===== config.mk =====
export PLATFORM = sky130hd
export DESIGN_NAME = ext_bus_strobe_timing_ctrl
export DESIGN_NICKNAME = d
export VERILOG_FILES = /design/src/common/strobe_timing_pkg.sv /design/src/core/access_sequencer.sv /design/src/core/ext_bus_strobe_timing_ctrl.sv
export VERILOG_INCLUDE_DIRS = /design/src /design/src/common
export SDC_FILE = /design/constraint.sdc
export NUM_CORES = 1
export LEC_CHECK = 0
export BUFFER_PORTS_ARGS = -buffer_cell sky130_fd_sc_hd__buf_2
export CAP_MARGIN = 20
export CORE_ASPECT_RATIO = 0.5
export CORE_MARGIN = 1.5
export CORE_UTILIZATION = 45
export CTS_CLUSTER_SIZE = 30
export DETAILED_ROUTE_END_ITERATION = 7
export PLACE_DENSITY_LB_ADDON = 0.1
export SKIP_CTS_REPAIR_TIMING = 1
export SYNTH_ARGS = -nofsm -noshare
export SYNTH_HDL_FRONTEND = slang
export SYNTH_HIERARCHICAL = 1
export SYNTH_SLANG_ARGS = --single-unit

===== constraint.sdc =====
create_clock -name core_clk_in -period 2.43 [get_ports core_clk_in]
set_input_delay 0.243 -clock core_clk_in [delete_from_list [all_inputs] [get_ports core_clk_in]]
set_output_delay 0.243 -clock core_clk_in [all_outputs]
set_load 0.005 [all_outputs]

===== src/common/strobe_timing_map.svh =====
/*
  register offsets, reset values and field positions of the strobe
  timing block. assumes a 32-bit classic wishbone slave in which every
  register takes one aligned word and narrower data sits in the low bits.
*/
`ifndef STROBE_TIMING_MAP_SVH
`define STROBE_TIMING_MAP_SVH

// ------------------------------------------------------------
// register byte offsets
// ------------------------------------------------------------
`define OFF_READ_NEGATE   8'h00
`define OFF_LEAD_EXTEND   8'h04
`define OFF_TRAIL_EXTEND  8'h08
`define OFF_ACCESS_STATUS 8'h0C

// ------------------------------------------------------------
// reset values and widths
// ------------------------------------------------------------
`define RST_CTRL          8'h00
`define RST_ADDR          24'h000000
`define RST_AREA          3'h0
`define ZERO_WORD         32'h00000000
`define AREA_COUNT        8
`define ADDR_WIDTH        24

// ------------------------------------------------------------
// access_status fields
// ------------------------------------------------------------
`define STAT_BUSY_BIT     0
`define STAT_PHASE_BIT    1
`define STAT_STATE_LSB    4
`define STAT_STATE_MSB    6
`define STAT_AREA_LSB     8
`define STAT_AREA_MSB     10

`endif


===== src/common/strobe_timing_pkg.sv =====
/*
  types shared by the strobe timing block and its access sequencer.
  does not include strobe_timing_map.svh; state codes and widths are written here.
*/
package strobe_timing_pkg;

  // gray coded along idle, lead, t1, t2, t3, trail
  typedef enum logic [2:0] {
    ST_IDLE  = 3'h0,
    ST_LEAD  = 3'h1,
    ST_T1    = 3'h3,
    ST_T2    = 3'h2,
    ST_T3    = 3'h6,
    ST_TRAIL = 3'h7
  } acc_state_e;

  typedef logic [2:0] area_t;
  typedef logic [7:0] area_mask_t;

endpackage : strobe_timing_pkg


===== src/core/access_sequencer.sv =====
/*
  state sequencer of one basic bus interface access. each bus state
  spans two clock cycles, one per half-state. assumes start is only
  given while busy is low, and that the option inputs are stable then.
*/
`timescale 1ns/1ps
`include "strobe_timing_map.svh"

module access_sequencer (
  // clock and reset
  input  wire logic                           clk_in,
  input  wire logic                           rst_in,
  // access request
  input  wire logic                           start_in,
  input  wire logic                           lead_in,
  input  wire logic                           trail_in,
  input  wire logic                           three_state_in,
  // sequence state
  output strobe_timing_pkg::acc_state_e       state_out,
  output logic                                phase_out,
  output logic                                last_normal_out,
  output logic                                done_out
);
  import strobe_timing_pkg::*;

  acc_state_e state_ff;
  acc_state_e nxt_state;
  logic       phase_ff;
  logic       lead_ff;
  logic       trail_ff;
  logic       three_ff;
  logic       state_end;

  // a state ends at the close of its second half
  assign state_end       = phase_ff;
  assign last_normal_out = (state_ff == ST_T3) ||
                           (state_ff == ST_T2 && !three_ff);
  assign state_out       = state_ff;
  assign phase_out       = phase_ff;
  assign done_out        = state_end &&
                           ((state_ff == ST_TRAIL) ||
                            (last_normal_out && !trail_ff));

  always_comb begin
    nxt_state = state_ff;
    case (state_ff)
      ST_IDLE: begin
        if (start_in) begin
          nxt_state = lead_in ? ST_LEAD : ST_T1;
        end
      end
      ST_LEAD: begin
        if (state_end) begin
          nxt_state = ST_T1;
        end
      end
      ST_T1: begin
        if (state_end) begin
          nxt_state = ST_T2;
        end
      end
      ST_T2: begin
        if (state_end) begin
          nxt_state = three_ff ? ST_T3 : (trail_ff ? ST_TRAIL : ST_IDLE);
        end
      end
      ST_T3: begin
        if (state_end) begin
          nxt_state = trail_ff ? ST_TRAIL : ST_IDLE;
        end
      end
      ST_TRAIL: begin
        if (state_end) begin
          nxt_state = ST_IDLE;
        end
      end
      default: begin
        nxt_state = ST_IDLE;
      end
    endcase
  end

  always_ff @(posedge clk_in) begin
    if (rst_in) begin
      state_ff <= ST_IDLE;
      phase_ff <= 1'b0;
      lead_ff  <= 1'b0;
      trail_ff <= 1'b0;
      three_ff <= 1'b0;
    end else begin
      state_ff <= nxt_state;
      phase_ff <= (state_ff == ST_IDLE) ? 1'b0 : !phase_ff;
      if (state_ff == ST_IDLE && start_in) begin
        lead_ff  <= lead_in;
        trail_ff <= trail_in;
        three_ff <= three_state_in;
      end
    end
  end

endmodule : access_sequencer


===== src/core/ext_bus_strobe_timing_ctrl.sv =====
/*
  per-area strobe timing of the external bus controller: read strobe
  negation point and extra chip select / address states before and after
  a basic bus interface access, with a classic wishbone register port.
  assumes the bus controller gives one access at a time, with its area,
  direction and address, and that a clock cycle is half a bus state.
*/
// Our own choices: the register addresses and the Wishbone interface to the registers.
`timescale 1ns/1ps
`include "strobe_timing_map.svh"

// How it works
// bit clear: read strobe ends at cycle end
// bit set: read strobe ends half-state early
// early areas: device data timing half-state earlier
// early-negation bits reset zero, software read/write
// lead bit adds select/address-only state first
// trail bit adds select/address-only state last
// clear extension bit adds no extra state
// extension registers eight bits, reset zero
// lead, normal, trail; select/address held stable
module ext_bus_strobe_timing_ctrl (
  // clock and reset
  input  wire logic                          core_clk_in,
  input  wire logic                          rst_in,
  // wishbone slave
  input  wire logic                          wb_cyc_in,
  input  wire logic                          wb_stb_in,
  input  wire logic                          wb_we_in,
  input  wire logic [7:0]                    wb_adr_in,
  input  wire logic [3:0]                    wb_sel_in,
  input  wire logic [31:0]                   wb_dat_in,
  output logic      [31:0]                   wb_dat_out,
  output logic                               wb_ack_out,
  // access request from the bus controller
  input  wire logic                          acc_start_in,
  input  strobe_timing_pkg::area_t           acc_area_in,
  input  wire logic                          acc_read_in,
  input  wire logic                          acc_three_state_in,
  input  wire logic [23:0]                   acc_addr_in,
  output logic                               acc_busy_out,
  output logic                               acc_done_out,
  // external bus pins
  output logic      [7:0]                    area_select_n_out,
  output logic      [23:0]                   ext_addr_out,
  output logic                               rd_n_out,
  output logic                               wr_n_out
);
  import strobe_timing_pkg::*;

  // ------------------------------------------------------------
  // helpers
  // ------------------------------------------------------------
  function automatic logic area_bit(input area_mask_t mask,
                                    input area_t area);
    area_bit = mask[area];
  endfunction : area_bit

  function automatic logic [31:0] low_byte(input area_mask_t value);
    low_byte = {24'h000000, value};
  endfunction : low_byte

  // ------------------------------------------------------------
  // registers and wires
  // ------------------------------------------------------------
  area_mask_t  read_negate_ctrl_ff;
  area_mask_t  lead_extend_ctrl_ff;
  area_mask_t  trail_extend_ctrl_ff;
  logic        ack_ff;
  logic [31:0] dat_ff;
  area_t       area_ff;
  logic        read_ff;
  logic        early_ff;
  logic [23:0] addr_ff;
  logic [7:0]  select_n_ff;
  logic        rd_n_ff;
  logic        wr_n_ff;
  logic        nxt_rd_n;
  logic        nxt_wr_n;
  logic [7:0]  nxt_select_n;

  acc_state_e  seq_state;
  logic        seq_phase;
  logic        seq_last;
  logic        seq_done;

  wire         bus_req     = wb_cyc_in && wb_stb_in;
  wire         wr_commit   = bus_req && wb_we_in && ack_ff && wb_sel_in[0];
  wire         hit_negate  = (wb_adr_in == `OFF_READ_NEGATE);
  wire         hit_lead    = (wb_adr_in == `OFF_LEAD_EXTEND);
  wire         hit_trail   = (wb_adr_in == `OFF_TRAIL_EXTEND);
  wire         hit_status  = (wb_adr_in == `OFF_ACCESS_STATUS);
  wire         seq_idle    = (seq_state == ST_IDLE);
  wire         take_access = acc_start_in && seq_idle;
  wire         in_normal   = (seq_state == ST_T1) ||
                             (seq_state == ST_T2) ||
                             (seq_state == ST_T3);
  wire         in_extra    = (seq_state == ST_LEAD) ||
                             (seq_state == ST_TRAIL);

  // ------------------------------------------------------------
  // status word
  // ------------------------------------------------------------
  logic [31:0] status_word;
  always_comb begin
    status_word = `ZERO_WORD;
    status_word[`STAT_BUSY_BIT] = !seq_idle;
    status_word[`STAT_PHASE_BIT] = seq_phase;
    status_word[`STAT_STATE_MSB:`STAT_STATE_LSB] = seq_state;
    status_word[`STAT_AREA_MSB:`STAT_AREA_LSB] = area_ff;
  end

  // unmapped offsets read as zero and writes to them are dropped
  wire [31:0] rd_mux = hit_negate ? low_byte(read_negate_ctrl_ff) :
                       hit_lead   ? low_byte(lead_extend_ctrl_ff) :
                       hit_trail  ? low_byte(trail_extend_ctrl_ff) :
                       hit_status ? status_word : `ZERO_WORD;

  // ------------------------------------------------------------
  // wishbone slave: ack one cycle after the request, dropped after
  // ------------------------------------------------------------
  always_ff @(posedge core_clk_in) begin
    if (rst_in) begin
      ack_ff <= 1'b0;
      dat_ff <= `ZERO_WORD;
    end else begin
      ack_ff <= bus_req && !ack_ff;
      if (bus_req && !ack_ff) begin
        dat_ff <= rd_mux;
      end
    end
  end

  // control registers; a change mid-access applies to the next one
  always_ff @(posedge core_clk_in) begin
    if (rst_in) begin
      read_negate_ctrl_ff  <= `RST_CTRL;
      lead_extend_ctrl_ff  <= `RST_CTRL;
      trail_extend_ctrl_ff <= `RST_CTRL;
    end else if (wr_commit) begin
      if (hit_negate) begin
        read_negate_ctrl_ff <= wb_dat_in[7:0];
      end
      if (hit_lead) begin
        lead_extend_ctrl_ff <= wb_dat_in[7:0];
      end
      if (hit_trail) begin
        trail_extend_ctrl_ff <= wb_dat_in[7:0];
      end
    end
  end

  assign wb_ack_out = ack_ff;
  assign wb_dat_out = dat_ff;

  // ------------------------------------------------------------
  // access sequencer
  // ------------------------------------------------------------
  access_sequencer u_seq (
    .clk_in          (core_clk_in),
    .rst_in          (rst_in),
    .start_in        (take_access),
    .lead_in         (area_bit(lead_extend_ctrl_ff, acc_area_in)),
    .trail_in        (area_bit(trail_extend_ctrl_ff, acc_area_in)),
    .three_state_in  (acc_three_state_in),
    .state_out       (seq_state),
    .phase_out       (seq_phase),
    .last_normal_out (seq_last),
    .done_out        (seq_done)
  );

  // area, direction, address and negation choice are caught at the
  // start so that select and address cannot move inside an access
  always_ff @(posedge core_clk_in) begin
    if (rst_in) begin
      area_ff  <= `RST_AREA;
      read_ff  <= 1'b0;
      early_ff <= 1'b0;
      addr_ff  <= `RST_ADDR;
    end else if (take_access) begin
      area_ff  <= acc_area_in;
      read_ff  <= acc_read_in;
      early_ff <= area_bit(read_negate_ctrl_ff, acc_area_in);
      addr_ff  <= acc_addr_in;
    end
  end

  // ------------------------------------------------------------
  // strobe and select shaping
  // ------------------------------------------------------------
  // select covers lead, normal and trail states alike
  always_comb begin
    nxt_select_n = '1;
    if (in_normal || in_extra) begin
      nxt_select_n[area_ff] = 1'b0;
    end
  end

  // read strobe opens in the second half of t1; its last half-state is
  // dropped for early-negation areas, so the device must drive data
  // half a state sooner
  always_comb begin
    nxt_rd_n = 1'b1;
    if (read_ff && in_normal) begin
      if (seq_state == ST_T1 && !seq_phase) begin
        nxt_rd_n = 1'b1;
      end else if (seq_last && seq_phase && early_ff) begin
        nxt_rd_n = 1'b1;
      end else begin
        nxt_rd_n = 1'b0;
      end
    end
  end

  // write strobe spans t2 up to the first half of the last state
  always_comb begin
    nxt_wr_n = 1'b1;
    if (!read_ff && in_normal && seq_state != ST_T1) begin
      nxt_wr_n = (seq_last && seq_phase);
    end
  end

  // no strobe is driven in an extra state: in_normal is low there
  always_ff @(posedge core_clk_in) begin
    if (rst_in) begin
      select_n_ff <= '1;
      rd_n_ff     <= 1'b1;
      wr_n_ff     <= 1'b1;
    end else begin
      select_n_ff <= nxt_select_n;
      rd_n_ff     <= nxt_rd_n;
      wr_n_ff     <= nxt_wr_n;
    end
  end

  assign area_select_n_out = select_n_ff;
  assign ext_addr_out      = addr_ff;
  assign rd_n_out          = rd_n_ff;
  assign wr_n_out          = wr_n_ff;
  assign acc_busy_out      = !seq_idle;
  assign acc_done_out      = seq_done;

endmodule : ext_bus_strobe_timing_ctrl


---- Word-level counts from Yosys, hierarchy flattened ----
Index checks and enable logic that the tools add are counted.
storage, ports and cells
  input bits .............................. 79
  logic and storage cells ................. 100
  flip-flop bits (word level) ............. 102
  output and inout port bits .............. 69
operators by class
  equal/unequal tests ..................... 15
  order comparisons ....................... 3
  bitwise operators ....................... 4
  reduce and logical (&&, ||, !) cells .... 39
  muxes and demuxes ....................... 23
operators with widths
  cell                number
  $mux 11             4
  $mux 3              8
  $pmux 3 s6          1
  $logic_and 1x1->1   17
  $eq 8x4->1 const B  2
  $ne 2x1->1 const B  6
  $bmux 1 s3          3
  $eq 8x3->1 const B  1
  $logic_not 8->1     1
  $lt 3x4->1 const B  2
  $not 8->8           1
  $eq 3x2->1 const B  2
  $eq 3x3->1 const B  2
  $logic_not 1->1     6
  $logic_or 1x1->1    6
  $reduce_and 2->1    3
  $reduce_and 6->1    1
  $reduce_or 2->1     3
  $mux 1              5
  $demux 1 s3         1
  $eq 3x1->1 const B  1
  $ge 3x1->1 const B  1
  $logic_not 3->1     1
  $ne 3x2->1 const B  1
  3 further kinds     5

---- Longest topological paths before layout ----
  depth in word-level cells ............... 7
  mapped depth ............................ 7
  mapped depth without buffers ............ 6

---- By module ----
The synthesis kept the hierarchy.
modules (own cells, without submodules)
  module                      cells each  seq. area each (um^2)  area an instance (um^2)  times used
  ext_bus_strobe_timing_ctrl  343         1501.4                 3178.0                   1
  access_sequencer            35          120.1                  337.8                    1

---- Worst setup path before layout ----
Ideal clock, no wire load.
  kind .................................... input -> register
  start ................................... input port wb_adr_in[5]
  end ..................................... register read_negate_ctrl_ff[2]
  setup time .............................. 0.128 ns
  data required time ...................... 2.302 ns
  setup slack ............................. 0.534 ns
  arrival time ............................ 1.768 ns
  path buffers ............................ 2
  stages on the path ...................... 6
  path through ............................ or4_4 -> buf_6 -> or4_1 -> buf_2 -> mux2i_1 -> nor2_1
on the way
  cells in the longest elaborated chain, start to end .. 2
ends and longest elaborated chain
  item                               RTL line                           text
  start, declared                    ext_bus_strobe_timing_ctrl.sv:30   input wire logic [7:0] wb_adr_in,
  $logic_not 8->1 (no source line)   n/a
  $reduce_and 2->1 (no source line)  n/a
  end signal, assigned               ext_bus_strobe_timing_ctrl.sv:137  read_negate_ctrl_ff <= `RST_CTRL;
  end signal, assigned               ext_bus_strobe_timing_ctrl.sv:142  read_negate_ctrl_ff <= wb_dat_in[7:0];
  end, declared                      ext_bus_strobe_timing_ctrl.sv:66   area_mask_t read_negate_ctrl_ff;
Every way passes these cells.
A chain may end at the register's enable or synchronous reset.

---- Final worst setup path ----
  start ................................... input port wb_adr_in[5]
  end ..................................... register read_negate_ctrl_ff[0]
The elaborated chain is that of the path after synthesis.

==> results.toml <==
[clock_network]
cts_max_level = 3
cts_tree = "done"
clkSinkCount = 81
cts.path.max_buffers = 2
path_clk_slew_ns = 0.06
cts-root-buf = "clkbuf_16"
cts_buffers = 9
clkLatencyLatePin_ns = 0.33

[route]
vias_per_cell = 4.95
wl_per_cell_um = 13.8
drcViolationCount = 0
final_antenna_net_count = 0
drt-initial-drc-count = 152
drt_pass1_iterations = 5
num_vias = 2912
totalWireLength_mm = 8.09

[yosys]
yosys-mux-area-fraction_pct = 15.9
synth_xor_area_share_pct = 0
synth-compound-area-share_pct = 9.40
synth_warnings = 6
synth_area_leaders = "dfxtp_1 (46%), mux2i_1 (8.3%), nand2_1 (7.7%)"
seq_area_frac_synth_pct = 46.1
synth_top_family_by_area = "simple AND/OR/NAND/NOR gates"
yosys.area_share.simple_pct = 20.6
ys_seq_elements = 81
synthCells = 378
synth_ff_type = "dfxtp_1"
netlist_top_cells_count = "dfxtp_1 (81), nand2_1 (72), nor2_1 (40)"
synth_edf_count = 0
synthArstFlopShare_pct = 0
synth.distinct_cells = 43
avgSynthCellArea_um2 = 9.30
yosysMostFrequentCell = "dfxtp_1"
synthAdderAreaFrac_pct = 0
syn_area_um2 = 3520
synth_top_area_share_pct = 46.1
synth_largest_area_cell = "dfxtp_1"

[timing]
worstMarginPinSlew_ns = 0.721
max-slew-margin-rel_pct = 51.9
whs_ns = 0.145
finalHoldViolations = 0
clock-skew-final_ns = 0.00641
fmax_mhz = 534
fin_setup_tns_ns = 0
fin_crit_sh_pct = 77.0
finalMaxSlewViolations = 0
setup_viol = 0
grt_setup_unrepaired = "no"
fin_crit_ns = 1.87

[power]
finalPower_w = 0.00354
vdd_ir_drop_max_uv = 375
powerDensity_nw_per_um2 = 819
internal_power_w = 0.00249
combPwrFrac_pct = 22.0
leakage_nw = 1.86
p_sw_share_pct = 29.6
p_seq_share_pct = 43.5
p_switching_w = 0.00105
power_frac_clock_pct = 34.5

[setup_path]
cp_cell_sequence = "buf_2 > or4_4 > or4_1 > mux2i_1 > nor2_1"
cp_slowest_cell = "or4_1"
crit_family = "simple AND/OR/NAND/NOR gates"
slowest_delay_ns = 0.81
crit_fanout = 8
worstPathRequired_ns = 2.63
path_buf_inv = 1
arrival_ns = 2.08
critPathLaunchType = "primary input"
worstSetupPathType = "in2reg"
crit_path_end_kind = "register"

[floorplan]
die_y_um = 65.5
rows = 22
pin_count = 148
start_util_pct = 47.1
fp.dieW_um = 128
core_area_um2 = 7460
die_area_um2 = 8380

[cells_and_area]
drive_above_1_share_pct = 29.8
fin_util_pct = 58.0
final_nets = 554
syn2layout_area_growth_pct = 23.0
insertedDiodeCount = 0

[global_routing]
grt_pass1_vias = 2695
track_usage_pct = 20.2
antenna_found_initial = 0
grt_max_degree = 41
grt_pass1_wl_mm = 13.0
overflow = 0

[place]
dpl.hpwl_mm = 5.91
placement.io_buffers = 99
gp_congestion = 0.811

[run_status]
status = "completed"

[flow_run]
maxCapViolCount = 0

[hold_path]
min_path_type = "in2reg"
## cell usage in the layout, fill, tap and decap left out, types with 2 or more instances in the layout
cell        count
inv_1           5
nor3_1          7
mux2i_1        29
nor2b_1         5
buf_2          99
mux4_2         11
a211oi_1        2
o2bb2ai_1       3
nand2b_1        2
nor4_4          2
clkbuf_1        2
mux2_2          2
nand2_1        72
clkbuf_16       9
nor2_1         40
nand3_1         8
buf_4          11
conb_1         21
clkinvlp_4      2
a22oi_1         7
dfxtp_1        81
a21oi_1        34
nand4b_1        2
nor3b_1         2
## sequential cells by signal, summed over array words and instances, names as in the netlist
register              count
rd_n_out                  1
lead_extend_ctrl_ff       8
u_seq/phase_out           1
u_seq/trail_ff            1
wb_dat_out               11
u_seq/three_ff            1
wb_ack_out                1
u_seq/state_out           3
area_select_n_out         8
read_ff                   1
trail_extend_ctrl_ff      8
read_negate_ctrl_ff       8
ext_addr_out             24
area_ff                   3
wr_n_out                  1
early_ff                  1
## power groups by stage
| stage | combinational (W) | sequential [W] | clock (W) |
|---|---|---|---|
| floorplan | 0.000515 | 0.00157 | 0 |
| global placement | 0.000761 | 0.00156 | 0 |
| detailed placement | 0.000783 | 0.00157 | 0 |
| CTS | 0.000786 | 0.00154 | 0.00125 |
| global route | 0.000879 | 0.00156 | 0.00132 |
| finish | 0.000780 | 0.00154 | 0.00122 |
## cell type report
cell class | instances | area, µm²
Fill cell | 694 | 3140
Multi-Input combinational cell | 268 | 1700
Sequential cell | 81 | 1620
Timing Repair Buffer | 110 | 578
Clock buffer | 12 | 246
Tap cell | 108 | 135
Clock inverter | 4 | 28.8
Inverter | 5 | 18.8
## per-stage QoR
step                area (µm²)  cells  setup slack (ns)
finish                    4320    588             0.559
global route              4320    588             0.469
CTS                       4320    588             0.564
detailed placement        4050    572             0.237
global placement          4050    572             0.284
floorplan                 3590    398             0.534
## per-layer routing
metal  part of all wire (%)  global-route usage (%)  vias to the layer above  wire length, µm
met5                      0                       0                        -                0
met2                     46                    33.7                       95             3760
met1                     46                    25.2                     1349             3730
met3                    6.4                    5.86                       10              520
li1                       -                       -                     1458                -
met4                   0.92                    7.58                        0               74
## worst register-to-register path: stages (launching register included)
cell	delay (ns)
dfxtp_1	0.36
nand3_1	0.20
or4_1	0.80
mux2i_1	0.27
nor2_1	0.07
## cells by family (layout without fill, tap and decap cells)
| logic type | after synthesis | count (layout) |
|---|---|---|
| AOI/OAI and AO/OA | 53 | 53 |
| buffers and inverters | 49 | 131 |
| DFF | 81 | 81 |
| muxes | 42 | 42 |
| other | 1 | 21 |
| and+or+nand+nor | 152 | 152 |
## final timing paths
| path | startpoint | end | slack, ns | cells past startpoint |
|---|---|---|---|---|
| max | wb_adr_in[5] | read_negate_ctrl_ff[0]$_SDFFE_PP0P_ | 0.56 | 5 |
| min | acc_addr_in[0] | ext_addr_out[0]$_SDFFE_PP0P_ | 0.14 | 3 |
| max reg2reg | wb_ack_out$_SDFF_PP0_ | read_negate_ctrl_ff[0]$_SDFFE_PP0P_ | 0.60 | 4 |
| min reg2reg | read_ff$_SDFFE_PP0P_ | rd_n_out$_SDFF_PP1_ | 0.42 | 1 |
Power figures use the tool's default switching activity.
